**src/sbc_map.svh**
```systemverilog
// Register map, field positions, reset values and timing of the conversion block
`ifndef SBC_MAP_SVH
`define SBC_MAP_SVH

// Register byte offsets, low address byte only
`define SBC_CTRL_OFS 8'h00
`define SBC_INTV_OFS 8'h04
`define SBC_STAT_OFS 8'h08
`define SBC_TEMP_OFS 8'h0C
`define SBC_DATA_OFS 8'h40

// Control field positions
`define SBC_CTRL_INTEN 0
`define SBC_CTRL_MODE 1
`define SBC_CTRL_LAMP 3
`define SBC_CTRL_CUR 4
`define SBC_CTRL_FW 6

// Reset values and channel count
`define SBC_INTV_RST 16'h0064
`define SBC_NCH 18

// Group masks, bit i is photodiode i of one device
`define SBC_G0_MAIN 6'h1E
`define SBC_G1_MAIN 6'h2D
`define SBC_G0_COMP 6'h17
`define SBC_G1_COMP 6'h2B

// Timing, in ns
`define SBC_CLK_NS 100
`define SBC_TICK_NS 100000
`define SBC_MIN_IT_NS 2800000
`define SBC_RST_HOLD_NS 100000000
`define SBC_BLINK_NS 500000000

`endif

```
**src/sbc_pkg.sv**
```systemverilog
// Types shared by the spectral conversion block
package sbc_pkg;
  typedef logic [17:0][7:0] sbc_pd_t;
  typedef logic [17:0][15:0] sbc_acc_t;
  typedef enum logic [1:0] {
    MODE_G0 = 2'h0,
    MODE_G1 = 2'h1,
    MODE_BOTH = 2'h2
  } sbc_mode_t;
  typedef enum logic [2:0] {
    SEQ_RUN_A = 3'h1,
    SEQ_RUN_B = 3'h2,
    SEQ_COPY = 3'h4
  } sbc_seq_t;
  typedef struct packed {
    logic sink_en;
    logic [1:0] cur_sel;
  } sbc_lamp_t;
endpackage : sbc_pkg

```
**src/sbc_conv_ctrl.sv**
```systemverilog
// Spectral bank conversion control with AHB-Lite register slave
// Behaviour
// Every channel integrates its photodiode current into a 16-bit result.
// Results move into data registers through a double buffer, never mixed.
// Two groups of four photodiodes each; other two results read zero.
// One group takes one period; both groups take two periods.
// Integration period never below 2.8 ms.
// Conversions repeat continuously, fresh data each period. In mode two the code gives fresh data every two periods.
// Mode zero, main device fills S T U V; R W read zero.
// Mode zero, second fills G H K I; third fills A B E C.
// Mode one, main device fills R T U W; S V read zero.
// Mode one, second fills G H J L; third fills F A B D.
// Mode two, all six channels of every device valid.
// Host should service ready promptly in mode two.
// Companions are reached only through this block's registers.
// All timing derives from the single on-chip clock.
// Temperature sampled continuously, latest value readable.
// Reset pin low over 100 ms resets block and second device.
// During firmware update the lamp flashes with 500 ms pulses.
// Lamp switchable by host with 1, 2, 4 or 8 mA sink.
// Ready after one period in modes 0/1, two in mode 2.
// With interrupts on, ready pulls alert low and sets ready flag.
// Result read clears ready flag; control read releases alert.
// Multi-byte result stays unchanged once its read has begun.
// Three mode values; a change applies at the next cycle start.
`timescale 1ns/100ps
`default_nettype none
`include "sbc_map.svh"
module sbc_conv_ctrl #(
  parameter int unsigned RST_HOLD_CYC = `SBC_RST_HOLD_NS / `SBC_CLK_NS,
  parameter int unsigned BLINK_CYC = `SBC_BLINK_NS / `SBC_CLK_NS,
  parameter int unsigned TICK_CYC = `SBC_TICK_NS / `SBC_CLK_NS
) (
  input wire logic hclk,
  input wire logic hresetn,
  input wire logic hsel,
  input wire logic [31:0] haddr,
  input wire logic [1:0] htrans,
  input wire logic hwrite,
  input wire logic [2:0] hsize,
  input wire logic [31:0] hwdata,
  input wire logic hready,
  output logic hreadyout,
  output logic hresp,
  output logic [31:0] hrdata,
  input wire sbc_pkg::sbc_pd_t pd_current,
  input wire logic [11:0] temp_code,
  input wire logic active_low_reset_pin,
  output logic companion_rst_n,
  output logic host_alert_n,
  output sbc_pkg::sbc_lamp_t indicator_lamp_output
);
  import sbc_pkg::*;

  // rates derived from the one clock
  localparam logic [9:0] TICK_LAST = 10'(TICK_CYC - 1);
  localparam logic [15:0] MIN_IT =
    16'((`SBC_MIN_IT_NS + `SBC_TICK_NS - 1) / `SBC_TICK_NS);
  localparam logic [19:0] RST_LAST = 20'(RST_HOLD_CYC);
  localparam logic [22:0] BLINK_LAST = 23'(BLINK_CYC - 1);
  localparam logic [17:0] G0_MASK =
    {`SBC_G0_COMP, `SBC_G0_COMP, `SBC_G0_MAIN};
  localparam logic [17:0] G1_MASK =
    {`SBC_G1_COMP, `SBC_G1_COMP, `SBC_G1_MAIN};

  logic rp_s1_q, rp_s2_q, long_rst_q, srst;
  logic [19:0] rh_cnt_q;
  logic [9:0] tdiv_q;
  logic tick;
  logic dphase_q, dwr_q, rdy_q;
  logic [7:0] daddr_q, doff;
  logic [4:0] didx;
  logic take, wr_go, rd_go, is_data, copy_busy;
  logic [31:0] reg_rdata_q;
  logic [15:0] mem_rdata;
  logic int_en_q, lamp_on_q, fw_q;
  logic [1:0] cur_q;
  sbc_mode_t mode_q, cyc_mode_q;
  logic [15:0] intv_q, intv_cyc_q, per_cnt_q;
  logic [11:0] temp_q;
  sbc_seq_t state_q;
  logic start_q, grp_q;
  logic [4:0] cidx_q;
  logic [17:0] cmask_q, int_en_mask;
  sbc_acc_t acc;
  logic mem_we, ready_ev;
  logic [15:0] mem_wdata;
  logic ready_q, alert_q;
  logic [22:0] blink_cnt_q;
  logic blink_q;

  // Reset pin synchroniser, the pin is asynchronous to hclk
  always_ff @(posedge hclk or negedge hresetn) begin
    if (!hresetn) begin
      rp_s1_q <= 1'b1;
      rp_s2_q <= 1'b1;
    end else begin
      rp_s1_q <= active_low_reset_pin;
      rp_s2_q <= rp_s1_q;
    end
  end

  // long-low detector; short glitches never reset anything
  always_ff @(posedge hclk or negedge hresetn) begin
    if (!hresetn) begin
      rh_cnt_q <= 20'h00000;
      long_rst_q <= 1'b0;
    end else if (rp_s2_q) begin
      rh_cnt_q <= 20'h00000;
      long_rst_q <= 1'b0;
    end else if (rh_cnt_q != RST_LAST) begin
      rh_cnt_q <= rh_cnt_q + 20'h00001;
    end else begin
      long_rst_q <= 1'b1;
    end
  end

  assign srst = long_rst_q;
  // second device held in reset with this one
  assign companion_rst_n = !long_rst_q;

  // R14 100 us tick, realigned at each cycle start
  always_ff @(posedge hclk or negedge hresetn) begin
    if (!hresetn) begin
      tdiv_q <= 10'h000;
    end else if (start_q || tick) begin
      tdiv_q <= 10'h000;
    end else begin
      tdiv_q <= tdiv_q + 10'h001;
    end
  end
  assign tick = (tdiv_q == TICK_LAST);

  // Bus address phase capture; held while a data phase waits
  assign take = hsel && hready && htrans[1];
  always_ff @(posedge hclk or negedge hresetn) begin
    if (!hresetn) begin
      dphase_q <= 1'b0;
      dwr_q <= 1'b0;
      daddr_q <= 8'h00;
    end else if (hready) begin
      dphase_q <= take;
      if (take) begin
        dwr_q <= hwrite;
        daddr_q <= haddr[7:0];
      end
    end
  end

  // Result window decode, one word per channel
  assign doff = daddr_q - `SBC_DATA_OFS;
  assign didx = doff[6:2];
  assign is_data = (daddr_q >= `SBC_DATA_OFS) && (doff[7:2] < 6'h12);
  assign copy_busy = (state_q == SEQ_COPY);
  assign wr_go = dphase_q && dwr_q;
  // result reads wait out a transfer in progress
  assign rd_go = dphase_q && !dwr_q && !rdy_q && !(is_data && copy_busy);

  // Reads take one wait state, result reads more during a copy; writes none
  always_ff @(posedge hclk or negedge hresetn) begin
    if (!hresetn) begin
      rdy_q <= 1'b0;
    end else begin
      rdy_q <= rd_go;
    end
  end
  assign hreadyout = !dphase_q || dwr_q || rdy_q;
  assign hresp = 1'b0;
  assign hrdata = is_data ? {16'h0000, mem_rdata} : reg_rdata_q;

  // Register read data, unmapped words read zero
  always_ff @(posedge hclk or negedge hresetn) begin
    if (!hresetn) begin
      reg_rdata_q <= 32'h00000000;
    end else if (rd_go) begin
      case (daddr_q)
        `SBC_CTRL_OFS: reg_rdata_q <= {25'h0000000, fw_q, cur_q,
                                       lamp_on_q, mode_q, int_en_q};
        `SBC_INTV_OFS: reg_rdata_q <= {16'h0000, intv_q};
        `SBC_STAT_OFS: reg_rdata_q <= {29'h00000000, grp_q, alert_q,
                                       ready_q};
        `SBC_TEMP_OFS: reg_rdata_q <= {20'h00000, temp_q};
        default: reg_rdata_q <= 32'h00000000;
      endcase
    end
  end

  // Control register writes; R13 companions follow these settings
  always_ff @(posedge hclk or negedge hresetn) begin
    if (!hresetn) begin
      int_en_q <= 1'b0;
      mode_q <= MODE_G0;
      lamp_on_q <= 1'b0;
      cur_q <= 2'h0;
      fw_q <= 1'b0;
    end else if (srst) begin
      int_en_q <= 1'b0;
      mode_q <= MODE_G0;
      lamp_on_q <= 1'b0;
      cur_q <= 2'h0;
      fw_q <= 1'b0;
    end else if (wr_go && daddr_q == `SBC_CTRL_OFS) begin
      int_en_q <= hwdata[`SBC_CTRL_INTEN];
      // the unused fourth code is ignored
      if (hwdata[`SBC_CTRL_MODE+:2] != 2'h3) begin
        mode_q <= sbc_mode_t'(hwdata[`SBC_CTRL_MODE+:2]);
      end
      // lamp switch and sink current code
      lamp_on_q <= hwdata[`SBC_CTRL_LAMP];
      cur_q <= hwdata[`SBC_CTRL_CUR+:2];
      fw_q <= hwdata[`SBC_CTRL_FW];
    end
  end

  // period clamped to its floor on write
  always_ff @(posedge hclk or negedge hresetn) begin
    if (!hresetn) begin
      intv_q <= `SBC_INTV_RST;
    end else if (srst) begin
      intv_q <= `SBC_INTV_RST;
    end else if (wr_go && daddr_q == `SBC_INTV_OFS) begin
      intv_q <= (hwdata[15:0] < MIN_IT) ? MIN_IT : hwdata[15:0];
    end
  end

  // temperature refreshed every tick
  always_ff @(posedge hclk or negedge hresetn) begin
    if (!hresetn) begin
      temp_q <= 12'h000;
    end else if (tick) begin
      temp_q <= temp_code;
    end
  end

  // free-running conversion sequencer
  always_ff @(posedge hclk or negedge hresetn) begin
    if (!hresetn) begin
      state_q <= SEQ_RUN_A;
      start_q <= 1'b1;
      cyc_mode_q <= MODE_G0;
      intv_cyc_q <= `SBC_INTV_RST;
      per_cnt_q <= `SBC_INTV_RST;
      grp_q <= 1'b0;
      cidx_q <= 5'h00;
      cmask_q <= 18'h00000;
    end else if (srst) begin
      state_q <= SEQ_RUN_A;
      start_q <= 1'b1;
      cidx_q <= 5'h00;
    end else if (start_q) begin
      // mode and period latched only here
      start_q <= 1'b0;
      cyc_mode_q <= mode_q;
      intv_cyc_q <= intv_q;
      per_cnt_q <= intv_q;
      grp_q <= (mode_q == MODE_G1);
      // zero mask chosen per mode
      unique case (mode_q)
        MODE_G0: cmask_q <= G0_MASK;
        MODE_G1: cmask_q <= G1_MASK;
        MODE_BOTH: cmask_q <= G0_MASK | G1_MASK;
      endcase
    end else begin
      unique case (state_q)
        SEQ_RUN_A: begin
          if (tick && per_cnt_q == 16'h0001) begin
            // second group gets a full period of its own
            if (cyc_mode_q == MODE_BOTH) begin
              state_q <= SEQ_RUN_B;
              grp_q <= 1'b1;
              per_cnt_q <= intv_cyc_q;
            end else begin
              state_q <= SEQ_COPY;
            end
          end else if (tick) begin
            per_cnt_q <= per_cnt_q - 16'h0001;
          end
        end
        SEQ_RUN_B: begin
          if (tick && per_cnt_q == 16'h0001) begin
            state_q <= SEQ_COPY;
          end else if (tick) begin
            per_cnt_q <= per_cnt_q - 16'h0001;
          end
        end
        SEQ_COPY: begin
          cidx_q <= cidx_q + 5'h01;
          if (cidx_q == 5'h11) begin
            cidx_q <= 5'h00;
            state_q <= SEQ_RUN_A;
            start_q <= 1'b1;
          end
        end
      endcase
    end
  end

  // only the active group integrates; shared diodes once in mode two
  assign int_en_mask = (state_q == SEQ_COPY) ? 18'h00000 :
                       !grp_q ? G0_MASK :
                       (cyc_mode_q == MODE_BOTH) ? (G1_MASK & ~G0_MASK) :
                       G1_MASK;

  sbc_integrator u_integ (
    .hclk(hclk),
    .hresetn(hresetn),
    .clr(start_q),
    .stb(tick),
    .en(int_en_mask),
    .cur(pd_current),
    .acc(acc)
  );

  // finished results copied into the read buffer
  assign mem_we = copy_busy;
  // unused channels forced to zero
  assign mem_wdata = cmask_q[cidx_q] ? acc[cidx_q] : 16'h0000;
  // ready at the end of the copy, after one or two periods
  assign ready_ev = copy_busy && (cidx_q == 5'h11);

  // read data taken whole into a register, so later copies cannot change it
  sbc_result_mem u_mem (
    .hclk(hclk),
    .hresetn(hresetn),
    .we(mem_we),
    .waddr(cidx_q),
    .wdata(mem_wdata),
    .re(rd_go && is_data),
    .raddr(didx),
    .rdata(mem_rdata)
  );

  // ready flag and alert; a new event beats a clearing read
  always_ff @(posedge hclk or negedge hresetn) begin
    if (!hresetn) begin
      ready_q <= 1'b0;
      alert_q <= 1'b0;
    end else if (srst) begin
      ready_q <= 1'b0;
      alert_q <= 1'b0;
    end else begin
      if (ready_ev) begin
        ready_q <= 1'b1;
      end else if (rd_go && is_data) begin
        ready_q <= 1'b0;
      end
      if (ready_ev && int_en_q) begin
        alert_q <= 1'b1;
      end else if (rd_go && daddr_q == `SBC_CTRL_OFS) begin
        alert_q <= 1'b0;
      end
    end
  end
  assign host_alert_n = !alert_q;

  // flash timer, parked while no update runs
  always_ff @(posedge hclk or negedge hresetn) begin
    if (!hresetn) begin
      blink_cnt_q <= 23'h000000;
      blink_q <= 1'b0;
    end else if (!fw_q || srst) begin
      blink_cnt_q <= 23'h000000;
      blink_q <= 1'b0;
    end else if (blink_cnt_q == BLINK_LAST) begin
      blink_cnt_q <= 23'h000000;
      blink_q <= !blink_q;
    end else begin
      blink_cnt_q <= blink_cnt_q + 23'h000001;
    end
  end

  // lamp output, update flashing overrides host control
  always_ff @(posedge hclk or negedge hresetn) begin
    if (!hresetn) begin
      indicator_lamp_output <= '0;
    end else begin
      indicator_lamp_output.sink_en <= fw_q ? blink_q : lamp_on_q;
      indicator_lamp_output.cur_sel <= cur_q;
    end
  end
endmodule : sbc_conv_ctrl
`default_nettype wire

```
**src/sbc_integrator.sv**
```systemverilog
// Per-channel saturating integrators of photodiode current codes
`timescale 1ns/100ps
`default_nettype none
`include "sbc_map.svh"
module sbc_integrator (
  input wire logic hclk,
  input wire logic hresetn,
  input wire logic clr,
  input wire logic stb,
  input wire logic [17:0] en,
  input wire sbc_pkg::sbc_pd_t cur,
  output sbc_pkg::sbc_acc_t acc
);
  import sbc_pkg::*;

  for (genvar i = 0; i < `SBC_NCH; i++) begin : g_ch
    logic [16:0] sum;
    assign sum = {1'b0, acc[i]} + {9'h000, cur[i]};
    // sixteen-bit integration
    always_ff @(posedge hclk or negedge hresetn) begin
      if (!hresetn) begin
        acc[i] <= 16'h0000;
      end else if (clr) begin
        acc[i] <= 16'h0000;
      end else if (stb && en[i]) begin
        // Saturate rather than wrap on strong light
        acc[i] <= sum[16] ? 16'hFFFF : sum[15:0];
      end
    end
  end

endmodule : sbc_integrator
`default_nettype wire

```
**src/sbc_result_mem.sv**
```systemverilog
// Result word store with registered read data
`timescale 1ns/100ps
`default_nettype none
`include "sbc_map.svh"
module sbc_result_mem (
  input wire logic hclk,
  input wire logic hresetn,
  input wire logic we,
  input wire logic [4:0] waddr,
  input wire logic [15:0] wdata,
  input wire logic re,
  input wire logic [4:0] raddr,
  output logic [15:0] rdata
);
  import sbc_pkg::*;

  logic [15:0] mem [0:`SBC_NCH-1];

  // Write port, no reset needed on storage
  always_ff @(posedge hclk) begin
    if (we) begin
      mem[waddr] <= wdata;
    end
  end

  // Read port
  always_ff @(posedge hclk or negedge hresetn) begin
    if (!hresetn) begin
      rdata <= 16'h0000;
    end else if (re) begin
      rdata <= mem[raddr];
    end
  end

endmodule : sbc_result_mem
`default_nettype wire

```
**config.mk**
```make
export PLATFORM = sky130hd
export DESIGN_NAME = sbc_conv_ctrl
export DESIGN_NICKNAME = d
export VERILOG_FILES = /design/src/sbc_pkg.sv /design/src/sbc_conv_ctrl.sv /design/src/sbc_integrator.sv /design/src/sbc_result_mem.sv
export VERILOG_INCLUDE_DIRS = /design/src
export SDC_FILE = /design/constraint.sdc
export NUM_CORES = 2
export LEC_CHECK = 0
export BUFFER_PORTS_ARGS = -buffer_cell sky130_fd_sc_hd__buf_2
export CAP_MARGIN = 40
export CORE_MARGIN = 2
export CORE_UTILIZATION = 45
export CTS_CLUSTER_DIAMETER = 200
export DETAILED_ROUTE_END_ITERATION = 7
export GPL_ROUTABILITY_DRIVEN = 1
export SYNTH_ARGS = -nofsm -noshare
export SYNTH_HDL_FRONTEND = slang
export SYNTH_HIERARCHICAL = 1
export SYNTH_SLANG_ARGS = --single-unit
```
**constraint.sdc**
```tcl
create_clock -name hclk -period 3.1 [get_ports hclk]
set_input_delay 0.775 -clock hclk [delete_from_list [all_inputs] [get_ports hclk]]
set_output_delay 0.775 -clock hclk [all_outputs]
set_load 0.1 [all_outputs]
```
==> run summary <==
status: complete, no violations
gr ovfl total: 0
Pre-Repair DR Iteration Count: 7
Root Driver: clkbuf_16
die area: 0.0964 mm^2
fin area: 0.0488 mm^2
Finished Core Util: 0.523
final period utilization: 0.966
r2r worst-path depth: 10
Yosys cell types: 117
Synth area leaders: dfrtp_1 (27%), edfxtp_1 (20%), mux4_2 (5.6%)
fin cells: 5,489
commonest cells in the synthesized netlist: dfrtp_1 (462), nand2_1 (404), edfxtp_1 (288)
Initial DRC Count: 2,579
layout cells sized above 1: 0.187
initial antenna violation count: 13
CTS sink count: 763
GP Congestion: 0.896
Area Overhead vs Synth: 15.4%
Main synth FF type: dfrtp_1
Max-Cap Viols: 0
global-route wire length before repair: 180,000 um
Hold Buf Count CTS: 0
Yosys top cell area share: 0.274
pin count of the biggest net entering global routing: 93
vias in the first global route: 31,000
FILL cells: 8,128
H-Tree Depth: 3
DPL Wire Length: 82,200 um
TritonCTS Buffers: 88
number of I/O pins: 270
relative slew slack: 0.405
Crit Path Max Fanout: 9
FP Rows: 112
fin nets: 4,560
# DRC: 0
data required time of the critical path: 2.32 ns
Routed Antenna Nets: 0
Post-DP Area: 0.0455 mm^2
CTS tree: built
Post-synth ARST share: 0.623
Die Y-Extent: 310 um
vias per cell: 5.86
WS Path Type: reg2out
worst-margin pin slew: 0.893 ns
Routed wire per std cell: 21.2 um
CP Capture Type: output pin
clock buffer depth: 3
Synth Area per Inst: 10.9 um^2
Leakage: 19.9 nW
Die Wd: 310 um
FF-to-FF setup slack: 0.17 ns
via count: 32,100
final setup fails: 0
cell taking the most area after synthesis: dfrtp_1
# port buffers: 208
starting density of the core: 0.454
worst reg2reg startpoint: tdiv_q[0]
clock-pin slew on the worst setup and hold paths: 0.06 ns
Final Skew: 0.0352 ns
final hold viol count: 0
min Tclk post-route: 2.99 ns
Hold Crit Class: in2async
Pins Over Slew Limit: 0
Fmax achieved: 0.334 GHz
clk_lat worst skew: 0.66 ns
Power Density: 503 mW/mm^2
Yosys warning total: 6
Pwr Total: 24.5 mW
sequential fraction of the synthesis area: 0.486
core area: 0.0932 mm^2
capture point of the worst reg-to-reg path: u_integ/acc[91]
Post-Route WL: 116,000 um
GRT Total Usage: 0.241
Worst Setup SP: daddr_q[7]
synthesized flop and latch total: 763
Mapped Cells: 3,862
Post-synth EDFFs: 288
VDD IR max: 0.395 mV
critical path arrival: 2.22 ns
count leader, synth: dfrtp_1
Worst Setup Start Kind: flop
placed insts: 5,315
Cell Area, Synth: 0.0423 mm^2
-- how the worst max path moves through the flow --
stage	endpoint
2_1_floorplan	u_mem/rdata[10]
3_3_place_gp	u_integ/acc[16]
3_5_place_dp	u_integ/acc[16]
4_1_cts	hrdata[2]
5_1_grt	u_integ/acc[91]
6_report	hrdata[4]
-- layout by cell type (no fill, tap or decap), types with 23 or more instances in the layout --
master	netlist	layout
dfrtp_1	462	457
nand2_1	404	400
edfxtp_1	288	288
nor2_1	281	279
a21oi_1	258	255
o21ai_0	247	247
buf_2	31	191
ha_1	157	157
buf_4	28	149
nand3_1	122	122
nor3_1	116	109
mux4_2	105	105
clkbuf_16	0	90
mux2i_1	87	87
a31oi_1	87	87
xor2_1	84	84
xnor2_1	76	76
inv_1	77	75
mux2_2	64	64
and3_1	46	46
a21o_1	45	45
a211oi_1	37	37
a311oi_1	36	36
o22ai_1	28	28
o21a_1	27	27
nand4_1	26	26
o21ai_1	26	26
o21bai_1	26	26
and2_1	25	25
nand2b_1	23	23
-- sequential cells by signal (all words and copies together), names as in the netlist, 5 cells and up --
register,count
u_integ/acc,288
u_mem/mem,288
blink_cnt_q,23
rh_cnt_q,20
intv_cyc_q,16
intv_q,16
per_cnt_q,16
reg_rdata_q,16
u_mem/rdata,16
temp_q,12
tdiv_q,10
daddr_q,8
cidx_q,5
-- per-stage QoR --
stage                     setup TNS (ns)  worst slack, ns  hold WS, ns
after floorplan                        0            0.149        0.345
after global placement                 0           0.0779        0.347
after detailed placement               0           0.0354        0.349
after CTS                              0          0.00183       0.0423
after global routing             -0.0353          -0.0185       0.0729
final                                  0            0.105       0.0528
-- worst max-delay path, stage by stage (launching register included) --
cell,delay [ns]
dfrtp_1,0.37
inv_1,0.08
ha_1,0.28
nand3b_1,0.10
buf_4,0.18
clkinv_4,0.08
nand2_1,0.09
nand2_1,0.09
buf_4,0.29
-- report_power, final --
part	leakage, nW	total [mW]	internal [mW]	switching, mW
Combinational	9.93	2.65	0.909	1.74
Clock	1.50	10.9	6.58	4.37
Sequential	8.43	10.9	10.6	0.266
-- kinds of logic (layout without fill, tap and decap cells) --
logic type               Yosys count  after routing  share of synthesized area
flip-flops                       763            763                      0.486
adder cells (fa/ha/maj)          175            175                     0.0550
multiplexers                     269            269                      0.102
AO/OA/AOI/OAI                   1028           1028                      0.157
other                              1             23                  0.0000887
buffers and inverters            262            613                     0.0284
XOR/XNOR                         160            160                     0.0332
AND/OR/NAND/NOR                 1204           1204                      0.138
-- repair_timing --
action	4_1_cts	5_1_grt
cloned	0	1
resized for setup	30	19
setup buffers	0	2
setup endpoints to repair	16	19
-- area by class of cell --
| class | instances | area, um^2 | share of cell area |
|---|---|---|---|
| multi-input cells | 2853 | 20700 | 0.424 |
| flip-flops and latches | 763 | 20600 | 0.422 |
| repair buffers | 369 | 2580 | 0.0530 |
| clock buffers | 111 | 2430 | 0.0499 |
| well taps | 1254 | 1570 | 0.0322 |
| clock inverters | 54 | 638 | 0.0131 |
| inverters | 78 | 299 | 0.00613 |
| diodes | 6 | 15.0 | 0.000308 |
| repair inverters | 1 | 5.00 | 0.000103 |
-- layer usage --
metal  track usage  vias up  part of all wire
li1              -    15200                 -
met1         0.339    15900              0.44
met2         0.385      897              0.46
met3        0.0406      172             0.068
met4        0.0713       16             0.025
met5             0        -           0.00086
(Power assumes the default switching activity.)
